<file path="src/lhbp_pkg.sv">
// package: constants and types for the lcd host bus port
package lhbp_pkg;
    localparam int ADDR_W      = 17;
    localparam int DATA_W      = 16;
    localparam int BYTE_W      = 8;
    localparam int STRAP_W     = 3;
    localparam int ARB_CYCLES  = 2;
    localparam logic [2:0] STRAP_GENERIC = 3'h7;
    localparam logic [2:0] STRAP_STROBE  = 3'h3;
    localparam logic       ENDIAN_LITTLE = 1'h0;
    localparam logic       ENDIAN_BIG    = 1'h1;

    typedef enum logic [1:0] {
        LHBP_MODE_NONE    = 2'h0,
        LHBP_MODE_GENERIC = 2'h1,
        LHBP_MODE_STROBE  = 2'h2
    } lhbp_mode_t;

    typedef struct packed {
        logic              valid;
        logic              write;
        logic [1:0]        byte_en;
        logic [ADDR_W-1:0] addr;
        logic [DATA_W-1:0] wdata;
    } lhbp_req_t;
endpackage : lhbp_pkg

</file>
<file path="src/lhbp_sync.sv">
// two flip-flop synchroniser for pin inputs
`timescale 1ns/10ps
module lhbp_sync #(
    parameter int W = 1
) (
    input  wire logic         i_clk,
    input  wire logic         i_reset,
    input  wire logic [W-1:0] i_async,
    output logic      [W-1:0] o_sync
);
    logic [W-1:0] meta_q;
    logic [W-1:0] meta_d;
    logic [W-1:0] sync_q;
    logic [W-1:0] sync_d;

    always_comb begin
        meta_d = i_async;
        sync_d = meta_q;
    end

    // inactive value of the pins is high, so reset to all ones
    always_ff @(posedge i_clk or posedge i_reset) begin
        if (i_reset) begin
            meta_q <= '1;
            sync_q <= '1;
        end else begin
            meta_q <= meta_d;
            sync_q <= sync_d;
        end
    end

    assign o_sync = sync_q;
endmodule : lhbp_sync

</file>
<file path="src/lhbp_port.sv">
// host bus port: generic and strobe modes, wait, strap latch
`timescale 1ns/10ps
// Function
// - host side runs on host bus clock
// - data path sixteen bits wide
// - generic mode takes byte address, data
// - generic write enables per byte, active low
// - generic read enables per byte, active low
// - wait low until data ready or taken
// - arbitrate against refresh, hold wait meanwhile
// - strobe mode word address from bits 1..16
// - strobe mode byte enables bit0, high write
// - strobe mode direction low write, high read
// - bus start strobe marks valid address
// - latch straps and strobe at reset release
// - endian strap low little, high big
module lhbp_port (
    input  wire logic                          i_clk,
    input  wire logic                          i_reset,
    input  wire logic                          i_chip_select_n,
    input  wire logic [lhbp_pkg::ADDR_W-1:0]   i_host_addr_in,
    input  wire logic [lhbp_pkg::DATA_W-1:0]   i_host_data_bus,
    output logic      [lhbp_pkg::DATA_W-1:0]   o_host_data_bus,
    output logic                               o_host_data_bus_oe,
    input  wire logic                          i_low_byte_write_n,
    input  wire logic                          i_high_byte_write_n,
    input  wire logic                          i_low_byte_read_n,
    input  wire logic                          i_read_dir,
    input  wire logic                          i_bus_start_strobe_n,
    input  wire logic [lhbp_pkg::STRAP_W-1:0]  i_bus_mode_straps,
    input  wire logic                          i_endian_strap,
    output logic                               o_wait_n,
    output lhbp_pkg::lhbp_req_t                o_req,
    input  wire logic                          i_refresh_busy,
    input  wire logic                          i_core_done,
    input  wire logic [lhbp_pkg::DATA_W-1:0]   i_core_rdata,
    output lhbp_pkg::lhbp_mode_t               o_mode,
    output logic                               o_big_endian
);
    ////////////////////////////////////////////////////////////////////////
    // pin synchronisers; i_clk is the host bus clock
    localparam int NS = 7 + lhbp_pkg::STRAP_W;
    logic [NS-1:0] pin_raw;
    logic [NS-1:0] pin_s;
    logic          cs_n_s;
    logic          lwe_n_s;
    logic          hwe_n_s;
    logic          lrd_n_s;
    logic          dir_s;
    logic          bs_n_s;
    logic          endian_s;
    logic [lhbp_pkg::STRAP_W-1:0] straps_s;

    assign pin_raw = {i_chip_select_n, i_low_byte_write_n, i_high_byte_write_n,
                      i_low_byte_read_n, i_read_dir, i_bus_start_strobe_n,
                      i_endian_strap, i_bus_mode_straps};

    lhbp_sync #(.W(NS)) u_sync (
        .i_clk   (i_clk),
        .i_reset (i_reset),
        .i_async (pin_raw),
        .o_sync  (pin_s)
    );

    assign {cs_n_s, lwe_n_s, hwe_n_s, lrd_n_s, dir_s, bs_n_s, endian_s, straps_s} = pin_s;

    ////////////////////////////////////////////////////////////////////////
    // address and data take the same two flops as the controls, so a cycle
    // decodes against the address that arrived with its enables
    logic [lhbp_pkg::ADDR_W-1:0] addr_q;
    logic [lhbp_pkg::ADDR_W-1:0] addr_d;
    logic [lhbp_pkg::DATA_W-1:0] wdat_q;
    logic [lhbp_pkg::DATA_W-1:0] wdat_d;
    logic [lhbp_pkg::ADDR_W-1:0] addr_m_q;
    logic [lhbp_pkg::ADDR_W-1:0] addr_m_d;
    logic [lhbp_pkg::DATA_W-1:0] wdat_m_q;
    logic [lhbp_pkg::DATA_W-1:0] wdat_m_d;

    always_comb begin
        addr_d   = i_host_addr_in;
        wdat_d   = i_host_data_bus;
        addr_m_d = addr_q;
        wdat_m_d = wdat_q;
    end

    always_ff @(posedge i_clk or posedge i_reset) begin
        if (i_reset) begin
            addr_q   <= '0;
            wdat_q   <= '0;
            addr_m_q <= '0;
            wdat_m_q <= '0;
        end else begin
            addr_q   <= addr_d;
            wdat_q   <= wdat_d;
            addr_m_q <= addr_m_d;
            wdat_m_q <= wdat_m_d;
        end
    end

    ////////////////////////////////////////////////////////////////////////
    // strap capture once the synchronisers show the pin levels
    // limitation: straps must hold for two edges after release, since the
    // synchronisers sit at their reset value until then
    localparam logic [1:0] CFG_TAKE = 2'h2;
    logic [1:0]           cfg_cnt_q;
    logic [1:0]           cfg_cnt_d;
    lhbp_pkg::lhbp_mode_t mode_q;
    lhbp_pkg::lhbp_mode_t mode_d;
    logic                 big_q;
    logic                 big_d;

    always_comb begin
        cfg_cnt_d = cfg_cnt_q;
        mode_d    = mode_q;
        big_d     = big_q;
        if (cfg_cnt_q != 2'h3) begin
            cfg_cnt_d = cfg_cnt_q + 2'h1;
        end
        if (cfg_cnt_q == CFG_TAKE) begin
            if (straps_s == lhbp_pkg::STRAP_GENERIC && !bs_n_s) begin
                mode_d = lhbp_pkg::LHBP_MODE_GENERIC;
            end else if (straps_s == lhbp_pkg::STRAP_STROBE) begin
                mode_d = lhbp_pkg::LHBP_MODE_STROBE;
            end else begin
                mode_d = lhbp_pkg::LHBP_MODE_NONE;
            end
            big_d = (endian_s == lhbp_pkg::ENDIAN_BIG);
        end
    end

    always_ff @(posedge i_clk or posedge i_reset) begin
        if (i_reset) begin
            cfg_cnt_q  <= 2'h0;
            mode_q     <= lhbp_pkg::LHBP_MODE_NONE;
            big_q      <= 1'b0;
        end else begin
            cfg_cnt_q  <= cfg_cnt_d;
            mode_q     <= mode_d;
            big_q      <= big_d;
        end
    end

    assign o_mode       = mode_q;
    assign o_big_endian = big_q;

    ////////////////////////////////////////////////////////////////////////
    // decode of the current cycle
    logic       acc_act;
    logic       acc_wr;
    logic [1:0] acc_be;
    logic       rd_act;

    always_comb begin
        acc_act = 1'b0;
        acc_wr  = 1'b0;
        acc_be  = 2'h0;
        rd_act  = 1'b0;
        unique case (mode_q)
            lhbp_pkg::LHBP_MODE_GENERIC: begin
                // read enables: low byte pin and direction pin as high byte
                acc_wr  = !lwe_n_s || !hwe_n_s;
                acc_be  = acc_wr ? {!hwe_n_s, !lwe_n_s} : {!dir_s, !lrd_n_s};
                rd_act  = !cs_n_s && (!lrd_n_s || !dir_s);
                acc_act = !cs_n_s && (acc_be != 2'h0);
            end
            lhbp_pkg::LHBP_MODE_STROBE: begin
                acc_be  = {!hwe_n_s, !addr_m_q[0]};
                acc_wr  = !dir_s;
                acc_act = !cs_n_s && !bs_n_s && (acc_be != 2'h0);
                rd_act  = acc_act && dir_s;
            end
            default: begin
                acc_act = 1'b0;
            end
        endcase
    end

    ////////////////////////////////////////////////////////////////////////
    // access sequencer, one-hot
    typedef enum logic [3:0] {
        ST_IDLE = 4'h1,
        ST_ARB  = 4'h2,
        ST_BUSY = 4'h4,
        ST_DONE = 4'h8
    } lhbp_state_t;

    lhbp_state_t state_q;
    lhbp_state_t state_d;
    lhbp_pkg::lhbp_req_t req_q;
    lhbp_pkg::lhbp_req_t req_d;
    logic [1:0] arb_cnt_q;
    logic [1:0] arb_cnt_d;
    logic wait_n_q;
    logic wait_n_d;

    always_comb begin
        state_d   = state_q;
        req_d     = req_q;
        req_d.valid = 1'b0;
        arb_cnt_d = arb_cnt_q;
        wait_n_d  = wait_n_q;
        unique case (state_q)
            ST_IDLE: begin
                wait_n_d = 1'b1;
                if (acc_act) begin
                    state_d   = ST_ARB;
                    wait_n_d  = 1'b0;
                    arb_cnt_d = 2'(lhbp_pkg::ARB_CYCLES - 1);
                    // fields come from the two-flop copies that arrive with the enables
                    req_d.write   = acc_wr;
                    req_d.byte_en = acc_be;
                    // strobe mode keeps word address, bit 0 is a strobe
                    req_d.addr    = (mode_q == lhbp_pkg::LHBP_MODE_STROBE)
                                  ? {addr_m_q[lhbp_pkg::ADDR_W-1:1], 1'b0} : addr_m_q;
                    req_d.wdata   = wdat_m_q;
                end
            end
            ST_ARB: begin
                // refresh owns the memory; host waits it out
                if (i_refresh_busy) begin
                    arb_cnt_d = 2'(lhbp_pkg::ARB_CYCLES - 1);
                end else if (arb_cnt_q != 2'h0) begin
                    arb_cnt_d = arb_cnt_q - 2'h1;
                end else begin
                    req_d.valid = 1'b1;
                    state_d     = ST_BUSY;
                end
            end
            ST_BUSY: begin
                if (i_core_done) begin
                    wait_n_d = 1'b1;
                    state_d  = ST_DONE;
                end
            end
            ST_DONE: begin
                // hold until the host ends its cycle, no double access
                if (!acc_act) begin
                    state_d = ST_IDLE;
                end
            end
            default: begin
                state_d = ST_IDLE;
            end
        endcase
    end

    always_ff @(posedge i_clk or posedge i_reset) begin
        if (i_reset) begin
            state_q   <= ST_IDLE;
            req_q     <= '0;
            arb_cnt_q <= 2'h0;
            wait_n_q  <= 1'b1;
        end else begin
            state_q   <= state_d;
            req_q     <= req_d;
            arb_cnt_q <= arb_cnt_d;
            wait_n_q  <= wait_n_d;
        end
    end

    ////////////////////////////////////////////////////////////////////////
    // read data holds until the next completion; the bus drive follows the
    // synced select and read enables through one more flop, so it lags the pins by three edges
    logic [lhbp_pkg::DATA_W-1:0] rdat_q;
    logic [lhbp_pkg::DATA_W-1:0] rdat_d;
    logic                        oe_q;
    logic                        oe_d;

    always_comb begin
        rdat_d = rdat_q;
        oe_d   = rd_act;
        if (state_q == ST_BUSY && i_core_done) begin
            rdat_d = i_core_rdata;
        end
    end

    always_ff @(posedge i_clk or posedge i_reset) begin
        if (i_reset) begin
            rdat_q <= '0;
            oe_q   <= 1'b0;
        end else begin
            rdat_q <= rdat_d;
            oe_q   <= oe_d;
        end
    end

    // wait drops the same cycle an access is seen so host cannot slip past
    assign o_wait_n           = wait_n_q && !(state_q == ST_IDLE && acc_act);
    assign o_req              = req_q;
    assign o_host_data_bus    = rdat_q;
    assign o_host_data_bus_oe = oe_q;
endmodule : lhbp_port

</file>
<file path="config.mk">
export PLATFORM = sky130hd
export DESIGN_NAME = lhbp_port
export DESIGN_NICKNAME = d
export VERILOG_FILES = /design/src/lhbp_pkg.sv /design/src/lhbp_sync.sv /design/src/lhbp_port.sv
export SDC_FILE = /design/constraint.sdc
export NUM_CORES = 1
export LEC_CHECK = 0
export ABC_AREA = 0
export BUFFER_PORTS_ARGS = -buffer_cell sky130_fd_sc_hd__clkbuf_2
export CORE_ASPECT_RATIO = 1.5
export CORE_MARGIN = 4
export CORE_UTILIZATION = 55
export CTS_BUF_LIST = sky130_fd_sc_hd__clkbuf_16
export DETAILED_ROUTE_END_ITERATION = 10
export GPL_ROUTABILITY_DRIVEN = 0
export GPL_TIMING_DRIVEN = 0
export PLACE_DENSITY = 0.82
export SYNTH_ARGS = -nofsm -noshare
export SYNTH_HDL_FRONTEND = slang
export SYNTH_SLANG_ARGS = --single-unit
</file>
<file path="constraint.sdc">
create_clock -name i_clk -period 15.1 [get_ports i_clk]
set_input_delay 2.265 -clock i_clk [delete_from_list [all_inputs] [get_ports i_clk]]
set_output_delay 2.265 -clock i_clk [all_outputs]
set_load 0.03 [all_outputs]
</file>
-- After elaboration in Yosys (flattened, before gate mapping)
Cells that the tools add are included.
- mux-type cells: 24
- add/subtract/negate cells: 2
- bitwise gates (word level): 0
- eq/ne operators: 16
- reduce and logical (&&, ||, !) cells: 28
- div/mod/pow operators: 0
- multipliers: 0
- shifts and indexed selects: 0
- order comparisons: 0
- operators with widths (cell ; count):
    $mux W4 ; 5
    $pmux W4 S4 ; 1
    $mux W2 ; 6
    $ne A2 B2 Y1 const B ; 6
    $reduce_bool A2 Y1 ; 5
    $logic_and A1 B1 Y1 ; 9
    $logic_not A1 Y1 ; 8
    $pmux W1 S2 ; 4
    $pmux W2 S2 ; 2
    $mux W1 ; 6
    $reduce_and A5 Y1 ; 1
    $eq A2 B2 Y1 const B ; 2
    $eq A4 B1 Y1 const B ; 1
    $eq A4 B2 Y1 const B ; 1
    $eq A4 B3 Y1 const B ; 1
    $eq A4 B4 Y1 const B ; 1
    $reduce_and A2 Y1 ; 2
    $eq A3 B2 Y1 const B ; 1
    $eq A3 B3 Y1 const B ; 1
    $ne A3 B3 Y1 const B ; 1
    $reduce_and A3 Y1 ; 1
    $add A2 B1 Y2 const B ; 1
    $eq A2 B1 Y1 const B ; 1
    $logic_or A1 B1 Y1 ; 2
    $sub A2 B1 Y2 const B ; 1
- memories: 0
- input port bits: 63
- word-level logic and storage cells: 89
- ROM bits: 0
- register bits after elaboration: 152
- bits in writable memories: 0
- latch bits: 0
- output and inout port bits: 58

-- Longest topological paths before layout
- depth in word-level cells: 9
- mapped depth: 7

-- Hierarchy
From an unflattened synthesis, not the netlist that was laid out.
- cell total of the unflattened synthesis: 280
- area, all modules: 5083.6 um^2
- by module, submodules not included (module ; times used ; cells each ; area each (um^2) ; sequential area each (um^2)):
    lhbp_port ; 1 ; 259 ; 4554.4 ; 3305.7
    lhbp_sync ; 1 ; 21 ; 529.3 ; 525.5

-- Least setup slack after synthesis
Ideal clock, no wire load.
- path kind: reg-to-output
- start point: reg mode_q[0] (netlist: o_mode[0])
- end point: out o_wait_n
- arrival: 1981 ps
- setup slack: 10854 ps
- cell stages (with the launch flop): 8
- cells stage by stage: dfrtp_1 -> inv_1 -> ha_1 -> a32o_1 -> and3_1 -> buf_6 -> buf_6 -> nor2b_1
- word-level cells in the longest chain between the ends: 5
- elaborated cells on any way between the ends: 6
- classes of those cells: eq/ne: 2; mux: 1; reduce/logical: 3
- RTL lines (element ; line ; RTL):
    start: declaration ; lhbp_port.sv:107 ; lhbp_pkg::lhbp_mode_t mode_q;
    start signal: assignment ; lhbp_port.sv:134 ; mode_q <= lhbp_pkg::LHBP_MODE_NONE;
    start signal: assignment ; lhbp_port.sv:138 ; mode_q <= mode_d;
    $eq A2 B2 Y1 / $eq A2 B1 Y1 (equally long branches) ; lhbp_port.sv:158 ; unique case (mode_q)
    $pmux W1 S2 * ; lhbp_port.sv:158 ;
    $logic_and A1 B1 Y1 * ; lhbp_port.sv:288 ; assign o_wait_n = wait_n_q && !(state_q == ST_IDLE && acc_act);
    $logic_not A1 Y1 * ; lhbp_port.sv:288 ;
    $logic_and A1 B1 Y1 * ; lhbp_port.sv:288 ;
    end: declaration ; lhbp_port.sv:32 ; output logic o_wait_n,
Mark *: on every way between the ends. The rest lies on a longest branch, timed or not.

-- Worst setup path in the final report
- start point: reg state_q[0]
- end point: out o_wait_n
- word-level cells in the longest chain between the ends: 4
- RTL lines (element ; line ; RTL):
    start: declaration ; lhbp_port.sv:187 ; lhbp_state_t state_q;
    start signal: assignment ; lhbp_port.sv:254 ; state_q <= state_d;
    $eq A4 B1 Y1 ; lhbp_port.sv:288 ;
    $logic_and A1 B1 Y1 ; lhbp_port.sv:288 ;
    $logic_not A1 Y1 ; lhbp_port.sv:288 ;
    $logic_and A1 B1 Y1 ; lhbp_port.sv:288 ;
Every way passes these cells.

==> impl_metrics.ini <==
[run_status]
status = complete, no violations

[sta]
period_share = 0.293
worst_pin_slew_ns = 0.462
timing.fmax_mhz = 226
setup_viol = 0
maxSlewViolCount = 0
relSlewSlack = 0.688
hold_viol_final = 0
rsz0062_at_grt = false
tns_ns = 0
fin_crit_ns = 4.43
clock_skew_ns = 0.00758

[pwr]
power_mw = 0.957
ir_drop_mv = 0.101
power_leakage_nw = 3.27
powerDensity_nw_per_um2 = 148

[finish]
fin_cells = 543
final_util = 0.722
final_area_um2 = 6450
syn2layout_area_growth_pct = 26.8
drive_above_1_share = 0.538
fin_nets = 488
n_antenna_cell = 0

[cts]
cts_buffers = 17
cts_resized = 0
cts_htree_levels = 4
clock-sinks = 152
clockRootBuffer = clkbuf_16
clkTransAtPathRegs_ns = 0.06
clock_latency_ns = 0.41
holdBufCountCts = 0
cts_tree = yes
cts_max_path_buffers = 2
cts_setup_buffers = 0

[logic_synthesis]
syn-num-nets = 348
yosysUniqueCellTypes = 33
avgSynthCellArea_um2 = 18.2
netlist.area_leader.share = 0.639
syn-cell-area_um2 = 5090
ys_warn_count = 0
synth.largest_area_cell = dfrtp_1
post-synth-top-count-cell = dfrtp_1
synthArstFlopShare = 1.00
ys_ff_latch = 152
synth_flop_cell = dfrtp_1
synth_area_leaders = dfrtp_1, mux2_4, dfstp_2
synth_enable_flop_cells = 0
synthTopCellsByCount = dfrtp_1, mux2_4, dfstp_2
seq_area_frac_synth = 0.753
syn_inst = 280

[global_routing]
grt.total_usage = 0.177
grt_max_degree = 100
grt_overflow = 0
antenna_found_initial = 0
grt_pass1_vias = 2962
grt_pass1_wl_um = 14600

[route]
vias = 2638
antenna_left = 0
vias_per_cell = 4.86
wirelength_um = 8580
drt_iter0_drc = 124
wire_per_inst_um = 15.8
drc = 0
dr.pass1.iters = 4

[hold_path]
min_from = addr_m_d[8]
hp-class = register to register
hold_depth = 0
whs_endpoint = addr_m_q[8]

[floorplanning]
die_h_um = 126
die_area_um2 = 10900
rows = 42
io_pins = 121
start_util = 0.570
chipWidth_um = 86.5
core_um2 = 8930

[placement]
place_inst = 511
hpwl_um = 6000
numPortBuffers = 120
dpl_cell_area_um2 = 5860

[setup_path]
critical_path_peak_fanout = 10
critPathKind = register to primary output
rrSetupSlack_ns = 13.10
r2r_cells = 5
r2r-end = o_req[14]
cp-end-kind = primary output
start_kind = register
crit_arrival_ns = 2.17
worstPathRequired_ns = 12.84
r2r_start = state_q[0]

[flow_run]
cap_violations = 0
[cells by family after synthesis]
kind of cell,count (synthesis),synth area share
AO/OA/AOI/OAI,15,0.0187
XOR/XNOR,1,0.00172
adder cells (fa/ha/maj),5,0.0123
buffers and inverters,16,0.0229
flip-flops,152,0.753
multiplexers,53,0.149
AND/OR/NAND/NOR,38,0.0428
[cells in the final DEF, fill, tap and decap left out, types with 4 or more instances in the layout]
cell type	instances
mux2_2	10
clkbuf_2	120
clkbuf_16	20
nor2_1	7
nand2b_1	4
nand2_1	6
inv_1	9
dfrtp_1	130
nor3_1	4
ha_1	5
o21ai_0	7
buf_6	6
mux2_4	43
dfstp_2	22
[power by group]
group / internal, mW / switching [mW] / total [mW]
clock network: 0.254 / 0.154 / 0.408
registers: 0.438 / 0.0138 / 0.452
logic: 0.0389 / 0.0572 / 0.0961
total: 0.731 / 0.225 / 0.957
[layer usage]
layer,vias up,share of wire,global-route usage,wire length (um)
met5,-,0,0,0
met4,0,0.015,0.0688,128
met1,1308,0.39,0.213,3360
met3,9,0.052,0.0523,447
li1,1243,-,-,-
met2,78,0.54,0.297,4640
[sequential cells by signal (all words and copies together), names as in the netlist, 4 cells and up]
signal and flops:
u_sync.meta_q 10, u_sync.o_sync 10, state_q 4, wdat_m_q 16, o_req 37, addr_m_q 17, wdat_m_d 16, addr_m_d 17
o_host_data_bus 16
[stage by stage]
stage,hold slack [ns],setup slack [ns]
floorplan,0.331,8.78
global placement,0.332,7.61
detailed placement,0.335,11.08
CTS,0.343,10.63
global route,0.352,10.54
finish,0.342,10.67
[worst max path at each step]
| stage | startpoint | endpoint | slack (ns) | cells after the start |
|---|---|---|---|---|
| 3_5_place_dp | o_mode[0] | o_wait_n | 11.08 | 8 |
| 6_report | state_q[0] | o_wait_n | 10.67 | 6 |
| 4_1_cts | state_q[0] | o_wait_n | 10.63 | 6 |
| 3_3_place_gp | i_reset | o_host_data_bus[5] | 7.61 | 2 |
| 5_1_grt | o_mode[0] | o_wait_n | 10.54 | 8 |
| 2_1_floorplan | i_reset | addr_m_d[0] | 8.78 | 1 |
[final cells by class]
cell class	count	area, um^2
fillers	595	2480
flip-flops and latches	152	3830
repair buffers	121	628
clock inverters	12	91.3
well taps	110	138
multi-input cells	112	1140
plain buffers	7	82.6
clock buffers	20	500
inverters	9	38.8
[worst max-delay path: stages (launching register included)]
cell and delay [ns]:
dfstp_2 0.57, nor4b_1 0.41, and3_1 0.25, buf_6 0.14
buf_6 0.15, nor2b_1 0.05, clkbuf_2 0.18
(Power assumes the default switching activity.)
